### config.mk
export PLATFORM = sky130hd
export DESIGN_NAME = gauge_power_mode_sequencer
export DESIGN_NICKNAME = d
export VERILOG_FILES = /design/src/inc/gauge_pkg.sv /design/src/design/pin_glitch_filter.sv /design/src/design/gauge_power_mode_sequencer.sv
export SDC_FILE = /design/constraint.sdc
export NUM_CORES = 1
export LEC_CHECK = 0
export BUFFER_PORTS_ARGS = -buffer_cell sky130_fd_sc_hd__clkbuf_2
export CORE_MARGIN = 4
export CORE_UTILIZATION = 55
export CTS_CLUSTER_DIAMETER = 60
export DETAILED_ROUTE_END_ITERATION = 10
export PLACE_DENSITY = 0.71
export SLEW_MARGIN = 20
export SYNTH_ARGS = -nofsm -noshare
export SYNTH_HDL_FRONTEND = slang
export SYNTH_SLANG_ARGS = --single-unit
### constraint.sdc
create_clock -name clk -period 4.1 [get_ports clk]
set_input_delay 1.025 -clock clk [delete_from_list [all_inputs] [get_ports clk]]
set_output_delay 1.025 -clock clk [all_outputs]
set_load 0.02 [all_outputs]
### src/inc/gauge_pkg.sv
/*
 package for the fuel-gauge power, reset and start-up sequencer:
 timing counts, register map, mode codes, state encodings and state records.
 assumes a 50 MHz clk; all counts derive from it.
*/
package gauge_pkg;
    localparam int CLK_PERIOD_NS = 20;
    localparam int SPIKE_NS = 50;
    localparam int FILTER_CYCLES = (SPIKE_NS + CLK_PERIOD_NS - 1) / CLK_PERIOD_NS + 1;
    localparam logic [2:0] FILT_LAST = 3'(FILTER_CYCLES - 1);
    localparam int HOLD_NS = 300;
    localparam int HOLD_CYCLES = (HOLD_NS + CLK_PERIOD_NS - 1) / CLK_PERIOD_NS;
    localparam logic [3:0] HOLD_LAST = 4'(HOLD_CYCLES - 1);
    localparam int WAKE_NS = 2000;
    localparam int WAKE_CYCLES = (WAKE_NS + CLK_PERIOD_NS - 1) / CLK_PERIOD_NS;
    localparam logic [6:0] WAKE_LAST = 7'(WAKE_CYCLES - 1);
    localparam int RESET_NS = 1000;
    localparam int RESET_CYCLES = (RESET_NS + CLK_PERIOD_NS - 1) / CLK_PERIOD_NS;
    localparam logic [6:0] RESET_LAST = 7'(RESET_CYCLES - 1);

    localparam int PIN_SCL = 0;
    localparam int PIN_SDA = 1;
    localparam int PIN_SUPPLY = 2;
    localparam logic [2:0] FILT_RESET = 3'h3;
    localparam logic [3:0] BITS_PER_BYTE = 4'h8;

    localparam logic [7:0] REG_RESET = 8'h00;
    localparam logic [7:0] REG_MODE = 8'h01;
    localparam logic [7:0] REG_STATUS = 8'h02;
    localparam logic [7:0] REG_INT_FLAGS = 8'h03;
    localparam logic [7:0] REG_INT_MASK = 8'h04;
    localparam logic [7:0] REG_INT_CLR = 8'h05;
    localparam logic [7:0] REG_RUNTIME_CFG = 8'h06;
    localparam logic [7:0] REG_BATT_TEMP = 8'h07;
    localparam logic [7:0] RSV_LO = 8'h10;
    localparam logic [7:0] RSV_HI = 8'h1F;
    localparam logic [7:0] LOCK_LO = 8'h20;
    localparam logic [7:0] LOCK_HI = 8'h3F;
    localparam logic [7:0] REG_LAST = 8'h3F;

    localparam int MODE_START_BIT = 2;
    localparam logic [1:0] PWR_KEEP = 2'h0;
    localparam logic [1:0] PWR_ACTIVE = 2'h1;
    localparam logic [1:0] PWR_HIBERNATE = 2'h2;
    localparam logic [1:0] PWR_SHUTDOWN = 2'h3;
    localparam int INT_RDY_BIT = 0;
    localparam int STAT_GAUGE_BIT = 0;
    localparam int STAT_MODE_LSB = 1;

    typedef enum logic [3:0] {
        P_SHUTDOWN = 4'b0001,
        P_WAKING = 4'b0010,
        P_ACTIVE = 4'b0100,
        P_HIBERNATE = 4'b1000
    } pwr_e;

    typedef enum logic [9:0] {
        B_IDLE = 10'b00_0000_0001,
        B_ADDR = 10'b00_0000_0010,
        B_ADDR_ACK = 10'b00_0000_0100,
        B_REG = 10'b00_0000_1000,
        B_REG_ACK = 10'b00_0001_0000,
        B_WDATA = 10'b00_0010_0000,
        B_WDATA_ACK = 10'b00_0100_0000,
        B_RDATA = 10'b00_1000_0000,
        B_RDATA_ACK = 10'b01_0000_0000,
        B_IGNORE = 10'b10_0000_0000
    } bus_e;

    typedef struct packed {
        logic afeOn;
        logic cpuClk;
        logic gauging;
        logic [1:0] mode;
    } pwr_ctl_s;

    typedef struct packed {
        logic [2:0] meta;
        logic [2:0] sync;
        logic [2:0] clean;
        logic [2:0][2:0] cnt;
    } filt_s;

    typedef struct packed {
        pwr_e pwr;
        logic [6:0] wakeCnt;
        bus_e bus;
        logic [3:0] bitCnt;
        logic [7:0] shift;
        logic rw;
        logic nack;
        logic [7:0] ptr;
        logic sclQ;
        logic sdaQ;
        logic pendValid;
        logic pendOeN;
        logic [3:0] holdCnt;
        logic sdaOeN;
        logic intN;
        pwr_ctl_s ctl;
        logic [63:0][7:0] mem;
    } seq_s;

    localparam seq_s SEQ_RESET = '{pwr: P_SHUTDOWN, bus: B_IDLE, sclQ: 1'b1, sdaQ: 1'b1,
        pendOeN: 1'b1, sdaOeN: 1'b1, intN: 1'b1,
        ctl: '{afeOn: 1'b0, cpuClk: 1'b0, gauging: 1'b0, mode: PWR_SHUTDOWN}, default: '0};
endpackage : gauge_pkg

### src/design/pin_glitch_filter.sv
/*
 two-flop synchroniser and spike filter for the serial clock, serial data
 and supply-good pins. assumes asynchronous pins and the 50 MHz clk.
*/
`timescale 1ns/1ns
module pin_glitch_filter (
    input wire logic clk,
    input wire logic rst_n,
    input wire logic [2:0] rawIn,
    output logic [2:0] cleanOut
);
    gauge_pkg::filt_s st;
    gauge_pkg::filt_s nxt;

    always_comb begin
        nxt = st;
        nxt.meta = rawIn;
        nxt.sync = st.meta;
        for (int i = 0; i < 3; i++) begin
            // a level must hold past the spike width before it is taken
            if (st.sync[i] == st.clean[i]) begin
                nxt.cnt[i] = '0;
            end else if (st.cnt[i] == gauge_pkg::FILT_LAST) begin
                nxt.clean[i] = st.sync[i];
                nxt.cnt[i] = '0;
            end else begin
                nxt.cnt[i] = st.cnt[i] + 3'h1;
            end
        end
    end

    always_ff @(posedge clk or negedge rst_n) begin
        if (!rst_n) begin
            st <= '{meta: gauge_pkg::FILT_RESET, sync: gauge_pkg::FILT_RESET,
                clean: gauge_pkg::FILT_RESET, cnt: '0};
        end else begin
            st <= nxt;
        end
    end

    assign cleanOut = st.clean;
endmodule : pin_glitch_filter

### src/design/gauge_power_mode_sequencer.sv
/*
 power-mode, reset and start-up sequencer of the fuel gauge, with its
 i2c target port and register file. assumes open-drain scl/sda with
 external pull-ups, a 50 MHz clk and scl no faster than 400 kHz.
*/
`timescale 1ns/1ns
module gauge_power_mode_sequencer #(
    parameter logic [6:0] TARGET_ADDR = 7'h55
) (
    input wire logic clk,
    input wire logic rst_n,
    input wire logic sclIn,
    input wire logic sdaIn,
    output logic sdaOut,
    output logic sdaOeN,
    input wire logic supplyOk,
    output logic intN,
    output gauge_pkg::pwr_ctl_s powerCtl
);
    gauge_pkg::seq_s st;
    gauge_pkg::seq_s nxt;
    logic [2:0] pinClean;
    logic scl;
    logic sda;
    logic sclRise;
    logic sclFall;
    logic startCond;
    logic stopCond;
    logic wrByte;
    logic rdySet;
    logic lockHit;
    logic rsvHit;
    logic [7:0] rdByte;
    logic [5:0] idx;

    pin_glitch_filter uFilter (
        .clk(clk),
        .rst_n(rst_n),
        .rawIn({supplyOk, sdaIn, sclIn}),
        .cleanOut(pinClean)
    );

    always_comb begin
        nxt = st;
        scl = pinClean[gauge_pkg::PIN_SCL];
        sda = pinClean[gauge_pkg::PIN_SDA];
        // edges seen by sampling the filtered link clock
        sclRise = scl & ~st.sclQ;
        sclFall = ~scl & st.sclQ;
        startCond = scl & st.sclQ & st.sdaQ & ~sda;
        stopCond = scl & st.sclQ & ~st.sdaQ & sda;
        nxt.sclQ = scl;
        nxt.sdaQ = sda;
        wrByte = 1'b0;
        idx = st.ptr[5:0];
        lockHit = st.ctl.gauging && st.ptr >= gauge_pkg::LOCK_LO && st.ptr <= gauge_pkg::LOCK_HI;
        rsvHit = st.ctl.gauging && st.ptr >= gauge_pkg::RSV_LO && st.ptr <= gauge_pkg::RSV_HI;
        rdByte = (st.ptr > gauge_pkg::REG_LAST) ? 8'h00 : st.mem[idx];
        if (st.ptr == gauge_pkg::REG_STATUS) begin
            rdByte = 8'h00;
            rdByte[gauge_pkg::STAT_GAUGE_BIT] = st.ctl.gauging;
            rdByte[gauge_pkg::STAT_MODE_LSB +: 2] = st.ctl.mode;
        end

        // wake or reset sequence timing
        rdySet = 1'b0;
        unique case (st.pwr)
            gauge_pkg::P_WAKING: begin
                if (st.wakeCnt == '0) begin
                    nxt.pwr = gauge_pkg::P_ACTIVE;
                    rdySet = 1'b1;
                end else begin
                    nxt.wakeCnt = st.wakeCnt - 7'h01;
                end
            end
            gauge_pkg::P_SHUTDOWN, gauge_pkg::P_ACTIVE, gauge_pkg::P_HIBERNATE: ;
        endcase

        if (startCond) begin
            nxt.bus = gauge_pkg::B_ADDR;
            nxt.bitCnt = '0;
            nxt.pendValid = 1'b0;
            nxt.sdaOeN = 1'b1;
        end else if (stopCond) begin
            nxt.bus = gauge_pkg::B_IDLE;
            nxt.pendValid = 1'b0;
            nxt.sdaOeN = 1'b1;
        end else if (sclRise) begin
            if (st.bus inside {gauge_pkg::B_ADDR, gauge_pkg::B_REG, gauge_pkg::B_WDATA}) begin
                nxt.shift = {st.shift[6:0], sda};
                nxt.bitCnt = st.bitCnt + 4'h1;
            end else if (st.bus == gauge_pkg::B_RDATA) begin
                nxt.bitCnt = st.bitCnt + 4'h1;
            end else if (st.bus == gauge_pkg::B_RDATA_ACK) begin
                nxt.nack = sda;
            end
        end else if (sclFall) begin
            // sda changes only after the hold delay past this fall
            nxt.pendValid = 1'b1;
            nxt.holdCnt = gauge_pkg::HOLD_LAST;
            nxt.pendOeN = 1'b1;
            unique case (st.bus)
                gauge_pkg::B_ADDR: begin
                    if (st.bitCnt == gauge_pkg::BITS_PER_BYTE) begin
                        if (st.shift[7:1] != TARGET_ADDR) begin
                            nxt.bus = gauge_pkg::B_IGNORE;
                        end else if (st.pwr == gauge_pkg::P_SHUTDOWN) begin
                            // no acknowledge; wake only with supply present
                            nxt.bus = gauge_pkg::B_IGNORE;
                            if (pinClean[gauge_pkg::PIN_SUPPLY]) begin
                                nxt.pwr = gauge_pkg::P_WAKING;
                                nxt.wakeCnt = gauge_pkg::WAKE_LAST;
                            end
                        end else if (st.pwr == gauge_pkg::P_WAKING) begin
                            nxt.bus = gauge_pkg::B_IGNORE;
                        end else begin
                            // active and hibernate both answer
                            nxt.bus = gauge_pkg::B_ADDR_ACK;
                            nxt.rw = st.shift[0];
                            nxt.pendOeN = 1'b0;
                        end
                    end
                end
                gauge_pkg::B_ADDR_ACK: begin
                    nxt.bitCnt = '0;
                    if (st.rw) begin
                        nxt.shift = rdByte;
                        nxt.pendOeN = rdByte[7];
                        nxt.bus = gauge_pkg::B_RDATA;
                    end else begin
                        nxt.bus = gauge_pkg::B_REG;
                    end
                end
                gauge_pkg::B_REG: begin
                    if (st.bitCnt == gauge_pkg::BITS_PER_BYTE) begin
                        nxt.ptr = st.shift;
                        nxt.pendOeN = 1'b0;
                        nxt.bus = gauge_pkg::B_REG_ACK;
                    end
                end
                gauge_pkg::B_REG_ACK, gauge_pkg::B_WDATA_ACK: begin
                    nxt.bus = gauge_pkg::B_WDATA;
                    nxt.bitCnt = '0;
                end
                gauge_pkg::B_WDATA: begin
                    if (st.bitCnt == gauge_pkg::BITS_PER_BYTE) begin
                        wrByte = 1'b1;
                        nxt.ptr = st.ptr + 8'h01;
                        nxt.pendOeN = 1'b0;
                        nxt.bus = gauge_pkg::B_WDATA_ACK;
                    end
                end
                gauge_pkg::B_RDATA: begin
                    if (st.bitCnt == gauge_pkg::BITS_PER_BYTE) begin
                        nxt.ptr = st.ptr + 8'h01;
                        nxt.bus = gauge_pkg::B_RDATA_ACK;
                    end else begin
                        nxt.shift = {st.shift[6:0], 1'b0};
                        nxt.pendOeN = st.shift[6];
                    end
                end
                gauge_pkg::B_RDATA_ACK: begin
                    if (st.nack) begin
                        nxt.bus = gauge_pkg::B_IGNORE;
                    end else begin
                        nxt.shift = rdByte;
                        nxt.pendOeN = rdByte[7];
                        nxt.bitCnt = '0;
                        nxt.bus = gauge_pkg::B_RDATA;
                    end
                end
                gauge_pkg::B_IDLE, gauge_pkg::B_IGNORE: ;
            endcase
        end else if (st.pendValid) begin
            if (st.holdCnt == '0) begin
                nxt.sdaOeN = st.pendOeN;
                nxt.pendValid = 1'b0;
            end else begin
                nxt.holdCnt = st.holdCnt - 4'h1;
            end
        end

        if (wrByte) begin
            if (st.ptr == gauge_pkg::REG_RESET) begin
                nxt.mem = '0;
                nxt.pwr = gauge_pkg::P_WAKING;
                nxt.wakeCnt = gauge_pkg::RESET_LAST;
            end else if (st.ptr == gauge_pkg::REG_MODE) begin
                nxt.mem[idx] = st.shift;
                unique case (st.shift[1:0])
                    gauge_pkg::PWR_SHUTDOWN: begin
                        nxt.mem = '0;
                        nxt.pwr = gauge_pkg::P_SHUTDOWN;
                        // device is off: no ack, rest of the transfer dropped
                        nxt.pendOeN = 1'b1;
                        nxt.bus = gauge_pkg::B_IGNORE;
                    end
                    gauge_pkg::PWR_HIBERNATE: nxt.pwr = gauge_pkg::P_HIBERNATE;
                    gauge_pkg::PWR_ACTIVE: nxt.pwr = gauge_pkg::P_ACTIVE;
                    gauge_pkg::PWR_KEEP: ;
                endcase
            end else if (st.ptr == gauge_pkg::REG_INT_CLR) begin
                nxt.mem[gauge_pkg::REG_INT_FLAGS[5:0]] = st.mem[gauge_pkg::REG_INT_FLAGS[5:0]] & ~st.shift;
            end else if (st.ptr == gauge_pkg::REG_STATUS || st.ptr == gauge_pkg::REG_INT_FLAGS) begin
                nxt.mem = st.mem;
            end else if (st.ptr > gauge_pkg::REG_LAST || lockHit || rsvHit) begin
                nxt.mem = st.mem;
            end else begin
                nxt.mem[idx] = st.shift;
            end
        end

        // hardware set applied last so it beats a clear in the same cycle
        if (rdySet && nxt.pwr == gauge_pkg::P_ACTIVE) begin
            nxt.mem[gauge_pkg::REG_INT_FLAGS[5:0]][gauge_pkg::INT_RDY_BIT] = 1'b1;
        end

        nxt.ctl.afeOn = nxt.pwr == gauge_pkg::P_ACTIVE;
        nxt.ctl.cpuClk = nxt.pwr inside {gauge_pkg::P_ACTIVE, gauge_pkg::P_WAKING};
        nxt.ctl.gauging = nxt.pwr == gauge_pkg::P_ACTIVE
            && nxt.mem[gauge_pkg::REG_MODE[5:0]][gauge_pkg::MODE_START_BIT];
        unique case (nxt.pwr)
            gauge_pkg::P_ACTIVE: nxt.ctl.mode = gauge_pkg::PWR_ACTIVE;
            gauge_pkg::P_HIBERNATE: nxt.ctl.mode = gauge_pkg::PWR_HIBERNATE;
            gauge_pkg::P_SHUTDOWN, gauge_pkg::P_WAKING: nxt.ctl.mode = gauge_pkg::PWR_SHUTDOWN;
        endcase
        nxt.intN = ~|(nxt.mem[gauge_pkg::REG_INT_FLAGS[5:0]] & ~nxt.mem[gauge_pkg::REG_INT_MASK[5:0]]);
    end

    always_ff @(posedge clk or negedge rst_n) begin
        if (!rst_n) begin
            st <= gauge_pkg::SEQ_RESET;
        end else begin
            st <= nxt;
        end
    end

    assign sdaOut = 1'b0;
    assign sdaOeN = st.sdaOeN;
    assign intN = st.intN;
    assign powerCtl = st.ctl;
endmodule : gauge_power_mode_sequencer

### Word-level counts from Yosys, hierarchy flattened

Index checks and enable logic that the tools add are counted.

* bits of input ports: 5
* flip-flop bits (word level): 588
* logic and storage cells: 344

* reductions and logical operators: 41
* bitwise logic cells: 26
* add/subtract/negate cells: 7
* muxes and demuxes: 127
* magnitude comparators: 7
* equality and inequality tests: 44

Operators with widths (number)
* two-way mux 512 bit: 5
* bitwise mux 512 bit: 1
* two-way mux 480 bit: 1
* two-way mux 21 bit: 8
* two-way mux 10 bit: 11
* two-way mux 8 bit: 13
* two-way mux 12 bit: 7
* two-way mux 11 bit: 7
* case mux 10 bit (7 select lines): 1
* binary-select mux 8 bit (select 6 bit): 1
* demux 8 bit (select 6 bit): 1
* two-way mux 1 bit: 41
* two-way mux 40 bit: 1
* two-way mux 34 bit: 1
* two-way mux 4 bit: 7
* two-way mux 24 bit: 1
* case mux 8 bit (3 select lines): 1
* two-way mux 22 bit: 1
* two-way mux 7 bit: 3
* two-way mux 3 bit: 6
* bitwise AND 8 bit: 2
* equality test 8 x 2 -> 1 bit, second input constant: 2
* inverter 8 bit: 2
* case mux 8 bit (2 select lines): 1
* 65 further kinds: 127

### Logic depth before layout (Yosys ltp)

Gate-level depths: netlist of the first run.

* depth in word-level cells: 27
* gate-level depth with buffers: 14
* depth with buffers taken out: 9

### Cells and area by module

Synthesis of the first run repeated with hierarchy kept, for this count alone.

* cells, all modules: 3251
* area total of the unflattened synthesis: 28703.8 µm²

Modules (own cells, without submodules)
* gauge_power_mode_sequencer: seq. area each 14274.9 µm², cells each 3209, area each 28024.4 µm², times used 1
* pin_glitch_filter: seq. area each 457.9 µm², cells each 42, area each 679.4 µm², times used 1

### Worst setup path after synthesis of the first run

Ideal clock, no wire load.

* kind: reg2reg
* start: register st (netlist bit idx[1])
* end: register st[368] (netlist bit)
* path slack: 0.597 ns
* buffers on the path: 3
* cell stages (with the launch flop): 13
* clock period less this slack: 3.503 ns
* arrival time: 3.426 ns
* required time: 4.023 ns
* cell sequence: dfrtp_1 > clkbuf_1 > clkbuf_1 > clkinv_1 > clkbuf_1 > ha_1 > nor2b_1 > o31ai_2 > a2111oi_4 > nand2_1 > nor2_4 > nand2_1 > a21oi_1

* word-level cells in the longest chain between the ends: 10

RTL lines
* from (decl): line gauge_power_mode_sequencer.sv:20 `gauge_pkg::seq_s st;`
* from (signal assigned): line gauge_power_mode_sequencer.sv:232 `st <= gauge_pkg::SEQ_RESET;`
* from (signal assigned): line gauge_power_mode_sequencer.sv:234 `st <= nxt;`
* less-than comparator 6 x 7 -> 1 bit (implied by the code) / >= comparator 6 x 1 -> 1 bit (equally long branches): line gauge_power_mode_sequencer.sv:189, gauge_power_mode_sequencer.sv:209
* logical AND 1 bit (implied by the code): line gauge_power_mode_sequencer.sv:189, gauge_power_mode_sequencer.sv:209
* two-way mux 8 bit (implied by the code): line gauge_power_mode_sequencer.sv:189, gauge_power_mode_sequencer.sv:209
* demux 8 bit (select 6 bit): line gauge_power_mode_sequencer.sv:189, gauge_power_mode_sequencer.sv:209
* bitwise mux 512 bit: line gauge_power_mode_sequencer.sv:189, gauge_power_mode_sequencer.sv:209
* two-way mux 512 bit: line gauge_power_mode_sequencer.sv:206 `end else if (st.ptr > gauge_pkg::REG_LAST || lockHit || rsvHit) begin`
* two-way mux 512 bit: line gauge_power_mode_sequencer.sv:204 `end else if (st.ptr == gauge_pkg::REG_STATUS || st.ptr == gauge_pkg::REG_INT_FLAGS) begin`
* two-way mux 480 bit: line gauge_power_mode_sequencer.sv:202 `end else if (st.ptr == gauge_pkg::REG_INT_CLR) begin`
* two-way mux 512 bit: line gauge_power_mode_sequencer.sv:188 `end else if (st.ptr == gauge_pkg::REG_MODE) begin`
* two-way mux 512 bit: line gauge_power_mode_sequencer.sv:184 `if (st.ptr == gauge_pkg::REG_RESET) begin`

Parallel ways exist; a longest one is shown, timed or not. The select of a mux whose other input is x is not followed.
A chain may end at the register's enable or synchronous reset.

### Worst setup path after layout of the first run

* start: register st (netlist bit idx[2])
* end: register st[3] (netlist bit)

* word-level cells in the longest chain between the ends: 10

RTL lines (line)
* less-than comparator 6 x 7 -> 1 bit (implied by the code) / >= comparator 6 x 1 -> 1 bit (equally long branches): gauge_power_mode_sequencer.sv:189, gauge_power_mode_sequencer.sv:209
* logical AND 1 bit (implied by the code): gauge_power_mode_sequencer.sv:189, gauge_power_mode_sequencer.sv:209
* two-way mux 8 bit (implied by the code): gauge_power_mode_sequencer.sv:189, gauge_power_mode_sequencer.sv:209
* demux 8 bit (select 6 bit): gauge_power_mode_sequencer.sv:189, gauge_power_mode_sequencer.sv:209
* bitwise mux 512 bit: gauge_power_mode_sequencer.sv:189, gauge_power_mode_sequencer.sv:209
* two-way mux 512 bit: gauge_power_mode_sequencer.sv:206
* two-way mux 512 bit: gauge_power_mode_sequencer.sv:204
* two-way mux 24 bit: gauge_power_mode_sequencer.sv:202
* two-way mux 512 bit: gauge_power_mode_sequencer.sv:188
* two-way mux 512 bit: gauge_power_mode_sequencer.sv:184

Parallel ways exist; a longest one is shown, timed or not. The select of a mux whose other input is x is not followed.

==> results of run 1 <==
==> worst register-to-register path, stage by stage (launching register included) <==
cell	delay, ns
dfrtp_4	0.66
buf_4	0.32
nor2_1	0.87
nand2_1	0.91
nor2_1	0.87
nand2_1	0.13
a21oi_1	0.18
==> power by group through the flow <==
stage	registers, mW	clock network [mW]	logic, mW
after floorplan	6.17	0	1.36
after global placement	6.25	0	2.16
after detailed placement	6.26	0	2.18
after CTS	6.15	6.35	2.19
after global routing	6.17	6.58	2.36
final	6.16	6.31	2.28
==> worst max path at each step <==
stage / start / end / slack (ns)
finish: idx[2] / st[3] / 0.08
global route: idx[2] / st[386] / 0.18
CTS: idx[2] / st[5] / 0.38
detailed placement: idx[2] / st[5] / 0.45
global placement: idx[2] / st[2] / 0.53
floorplan: idx[1] / st[368] / 0.60
==> cell families after synthesis <==
group                    count (synthesis)
other                                    1
AND/OR/NAND/NOR                       1468
adder cells (fa/ha/maj)                 14
AO/OA/AOI/OAI                          913
flip-flops                             588
multiplexers                            77
XOR/XNOR                                15
buffers and inverters                  267
==> layout by cell type (no fill, tap or decap), types with 32 or more instances in the layout <==
cell and instances:
nor2_4 56, a21oi_1 549, dfrtp_1 562, o21ai_0 49, a31oi_1 32, nand2_1 1103
buf_4 91, nand3_1 88, nor2_1 74, mux2i_1 34, a22oi_1 117, clkbuf_16 69
inv_1 40
==> registers in the layout, summed over array words and instances, names as in the netlist <==
name / count
idx: 6
st: 557
uFilter.nxt: 3
powerCtl: 5
uFilter.cleanOut: 3
uFilter.st: 12
intN: 1
sdaOeN: 1
==> stage by stage <==
step	cells	utilization [%]
floorplan	3343	-
global placement	3926	57.55
detailed placement	3926	57.55
CTS	4041	61.90
global route	4041	61.90
finish	4042	61.90
==> metal layers <==
metal  share of wire (%)  GRT usage (%)  vias to the layer above
met4                 5.5          15.94                        2
met3                  12          9.223                      387
met5               0.046         0.5051                        -
li1                    -              -                    11530
met1                  38          46.62                    13070
met2                  44          52.52                     1796
==> synth_stat cells (all sizes together), types with 9 or more instances <==
library cell	count	area (µm²)
nor2	130	908.4
nor3	29	150.1
a22oi	117	878.3
nand3	89	450.4
dfstp	15	394.1
a21oi	549	2748
dfrtp	573	14340
or4	9	68.82
nand4	12	75.07
o211ai	16	120.1
a22o	26	227.7
clkbuf	121	454.2
xnor2	9	78.83
a221oi	29	254.0
mux4	13	292.8
nor4	15	106.4
a31oi	32	200.2
nor2b	13	81.33
nand2	1103	4140
inv	40	150.1
mux2i	34	340.3
o22a	10	87.58
nor3b	10	75.07
ha	14	175.2
and3	13	83.83
o21ai	51	255.3
buf	105	530.5
mux2	30	337.8
==> area by class of cell <==
type | instances | area [µm²]
clock inverter | 24 | 335.3
fill | 4434 | 20020
antenna | 1 | 2.502
sequential | 588 | 14750
tap | 688 | 860.8
clock buffer | 91 | 1949
timing repair buffer | 121 | 1129
inverter | 41 | 153.9
multi-input combinational | 2488 | 13350
==> flow_summary.toml, run 1 <==
[outcome]
status = "finished, final reports clean"

[grt]
grt-ovfl-total = 0
antenna_found_initial = 0
grt_pass1_wl_um = 153000
grt_util_all_layers_pct = 34.51
grt_pass1_vias = 25670
grt_max_degree = 159

[clock_network]
clkTransAtPathRegs_ns = 0.07
clock_path_buffers = 3
cts.htree.levels = 3
cts_buffers = 66
cts_tree = "built"
clock_latency_ns = 0.61
clkSinkCount = 588
ctsHoldBuffers = 0
cts_setup_buffers = 0
ctsResizeCount = 0
cts-root-buf = "clkbuf_16"

[finish]
final_cell_area_um2 = 32530
nets = 3325
syn_to_final_growth_pct = 11.54
drive_gt1_share_pct = 11.33

[pwr]
p_int_mw = 10.25
power_density_nw_per_um2 = 453.4
pwr-share-clk_pct = 42.8
power.switching_mw = 4.498
power.leakage_nw = 13.35
seqPwrFrac_pct = 41.8
finalPower_mw = 14.75
p_sw_share_pct = 30.50
peakVddDrop_v = 0.0005358
comb_power_share_pct = 15.5

[detailed_routing]
wirelength_um = 100400
post_drt_via_cell_ratio = 6.628
ant_nets = 0
drc = 0
dr.pass1.iters = 8
vias = 26790
drtIter0Drc = 3418
post_drt_wl_per_cell_um = 24.83

[hold_path]
min_delay_path_depth = 0
hold_start = "uFilter.nxt[14]"
hold_end = "uFilter.st[14]"
hp-class = "flop to flop"

[timing]
setup_ws_ns = 0.08461
period_minus_slack_ns = 4.015
timing.hold.ws_ns = 0.3544
fin_worst_skew_ns = 0.01863
tns_ns = 0
drv_slew = 0
finalHoldViolations = 0
worst_pin_slew_ns = 1.211
finalCritPeriodShare_pct = 97.94
finalSetupViolCount = 0
fmax_mhz = 249.0
grt_setup_unrepaired = "no"
slew_headroom_pct = 18.88

[critical_path]
cp_slowest_stage_delay_ns = 0.91
slowest_stage = "nand2_1"
rr_startpoint = "idx[2]"
crit_fanout = 29
ff2ff_setup_slack_ns = 0.08
r2r.worst_path.cells = 6
critPathRequiredTime_ns = 4.64
crit_cells = 6
cp-end-kind = "flop"
r2r-end = "st[3]"
cp_num_buf_inv = 1
arrival_ns = 4.55
crit_family = "simple AND/OR/NAND/NOR gates"
startpoint_type = "flop"
path_cells = "buf_4 > nor2_1 > nand2_1 > nor2_1 > nand2_1 > a21oi_1"
critPathKind = "flop to flop"

[synth]
synth-edff-count = 0
yosys_warnings = 0
synthesis.nets = 3362
syn_area_per_cell_um2 = 8.724
syn_inst = 3343
synth-simple-area-share_pct = 22.26
syn-cell-area_um2 = 29160
synth-async-reset-ratio_pct = 100.0
yosys.area_share.adder_pct = 0.6007
synth-compound-area-share_pct = 18.92
ys_ff_latch = 588
synth_top_family_by_area = "simple AND/OR/NAND/NOR gates"
synth.mux.area_fraction_pct = 3.329
synthFlopType = "dfrtp_1"
yosysUniqueCellTypes = 84
synth-seq-area-share_pct = 50.52
synthXorXnorAreaFrac_pct = 0.4505

[place]
portBuffers = 11
gp_congestion = 0.9701
dp_hpwl_um = 62410
postPlaceCellArea_um2 = 30240
pre_cts_slack_ns = 0.4470

[floorplan]
die_height_um = 238.3
start_util_pct = 55.50
dieArea_um2 = 56770
core_um2 = 52550
ios = 13
num_rows = 84
die_width_um = 238.3

[job]
drv_cap = 0
Power figures use the tool's default switching activity.
==> inputs of run 2 (changes only) <==
--- a/config.mk
+++ b/config.mk
@@ -10,7 +10,8 @@
 export CORE_UTILIZATION = 55
 export CTS_CLUSTER_DIAMETER = 60
 export DETAILED_ROUTE_END_ITERATION = 10
-export PLACE_DENSITY = 0.71
+export PLACE_DENSITY = 0.73
+export REMOVE_ABC_BUFFERS = 1
 export SLEW_MARGIN = 20
 export SYNTH_ARGS = -nofsm -noshare
 export SYNTH_HDL_FRONTEND = slang
==> constraint.sdc (replaced) <==
create_clock -name clk -period 3.6 [get_ports clk]
set_input_delay 0.9 -clock clk [delete_from_list [all_inputs] [get_ports clk]]
set_output_delay 0.9 -clock clk [all_outputs]
set_load 0.02 [all_outputs]
==> run 2 against run 1 <==
Against the previous run:
- combinational power up 14%
- first-iteration DRC count rose by 16%
- largest cell class unchanged
- utilization fell by 0.35 points
- global-route usage about the same
- routed wire length down 0.92%
- largest power group is now registers
- flip-flop and latch count stayed put
- worst setup slack gained 0.13 ns
- highest routed layer is now met4
- critical endpoint is now st[541]
- die area unchanged
==> flow_summary.toml, run 2 (same netlist as run 1, synthesis figures left out) <==
[finish]
layout_common_cells = "1103 x nand2_1, 562 x dfrtp_1, 549 x a21oi_1, 117 x a22oi_1, 103 x buf_4"
regMostFlops = "st"
utilization_pct = 61.55
diodes = 0
largest_register_ffs = 557
final_cell_area_um2 = 32350
layout_commonest_cell = "nand2_1"
drive_gt1_share_pct = 11.28
syn_to_final_growth_pct = 10.91
nets = 3335

[timing]
finalHoldViolations = 0
grt_setup_unrepaired = "no"
tns_ns = 0
worst_pin_slew_ns = 1.136
slew_headroom_pct = 24.24
fin_worst_skew_ns = 0.02831
finalSetupViolCount = 0
drv_slew = 0
timing.hold.ws_ns = 0.3033
finalCritPeriodShare_pct = 94.10
period_minus_slack_ns = 3.388
fmax_mhz = 295.2

[detailed_routing]
drtIter0Drc = 3963
vias = 26820
ant_nets = 0
drc = 0
post_drt_wl_per_cell_um = 24.57
wirelength_um = 99430
dr.pass1.iters = 9
post_drt_via_cell_ratio = 6.626

[floorplan]
die_width_um = 238.3
ios = 13
num_rows = 84
die_height_um = 238.3
dieArea_um2 = 56770
start_util_pct = 55.50
core_um2 = 52550

[place]
dp_hpwl_um = 62990
postPlaceCellArea_um2 = 30280
portBuffers = 11
gp_congestion = 0.9511

[clock_network]
clock_path_buffers = 3
cts-root-buf = "clkbuf_16"
clkSinkCount = 588
cts.htree.levels = 3
clock_latency_ns = 0.62
cts_buffers = 66
cts_tree = "built"
cts_setup_buffers = 0
clkTransAtPathRegs_ns = 0.06

[grt]
grt_util_all_layers_pct = 34.52
grt_max_degree = 241
grt_pass1_wl_um = 154300
grt-ovfl-total = 0
antenna_found_initial = 0
grt_pass1_vias = 26220

[pwr]
finalPower_mw = 16.18
power_density_nw_per_um2 = 500.1
peakVddDrop_v = 0.0007777
power.leakage_nw = 13.27

[outcome]
status = "finished, final reports clean"

[critical_path]
critPathKind = "flop to flop"
arrival_ns = 3.92
cp-end-kind = "flop"
startpoint_type = "flop"
crit_fanout = 31
critPathRequiredTime_ns = 4.13

[job]
drv_cap = 0

[hold_path]
hp-class = "primary input to async pin"
[run 2: cell count changes in the layout (fill, tap and decap cells not counted), sizes merged]
| cell | delta |
|---|---|
| buf | +10 |
| bufinv | -6 |
| clkbuf | +2 |
| clkinvlp | +2 |
| diode | -1 |
| inv | -2 |
[run 2: report_power, final]
group | total [mW] | leakage, nW | internal, mW | switching, mW
combinational | 2.60 | 4.15 | 0.517 | 2.09
sequential | 7.01 | 8.10 | 6.81 | 0.203
clock | 6.56 | 1.02 | 3.83 | 2.73
[run 2: stage by stage]
step	cells	setup WS [ns]
3_5_place_dp	3936	0.1551
2_1_floorplan	3117	-14.60
3_3_place_gp	3936	0.1502
4_1_cts	4047	0.1315
6_report	4047	0.2122
5_1_grt	4047	0.1159
[run 2: layout make-up]
cell class,instances,area (µm²)
Clock buffer,93,1907
Clock inverter,18,156.4
Fill cell,4312,20200
Inverter,41,153.9
Multi-Input combinational cell,2488,13350
Sequential cell,588,14750
Tap cell,688,860.8
Timing Repair Buffer,131,1170
[run 2: worst paths after layout]
path / start / to / slack, ns / cells after the start
setup / recovery: idx[2] / st[541] / 0.21 / 7
hold / removal: rst_n / st[215] / 0.30 / 1
setup reg to reg: idx[2] / st[541] / 0.21 / 7
hold reg to reg: uFilter.nxt[13] / uFilter.st[13] / 0.36 / 0
max in group asynchronous: rst_n / st[395] / 2.34 / 2
min in group clk: uFilter.nxt[13] / uFilter.st[13] / 0.36 / 0
[run 2: per-layer routing]
metal / GRT usage [%] / wire length, µm / vias up
met2: 52.94 / 44600 / 1823
met3: 8.033 / 11120 / 414
met5: 0 / 0 / -
met4: 18.40 / 6423 / 0
li1: - / - / 11510
met1: 46.04 / 37290 / 13070
[run 2: worst max-delay path, cell delays in order, from the launching register on]
cell and delay, ns:
dfrtp_4 0.68, and3b_2 0.96, a221oi_1 0.29, a31oi_1 0.65, nor4_1 0.14, buf_4 0.19
a21oi_1 0.20, o22a_1 0.17
[run 2: what timing repair did]
| item | in CTS | in global routing |
|---|---|---|
| resized for setup | 0 | 2 |
| hold buffers | 0 | 0 |
| endpoints found under the setup margin | 0 | 1 |
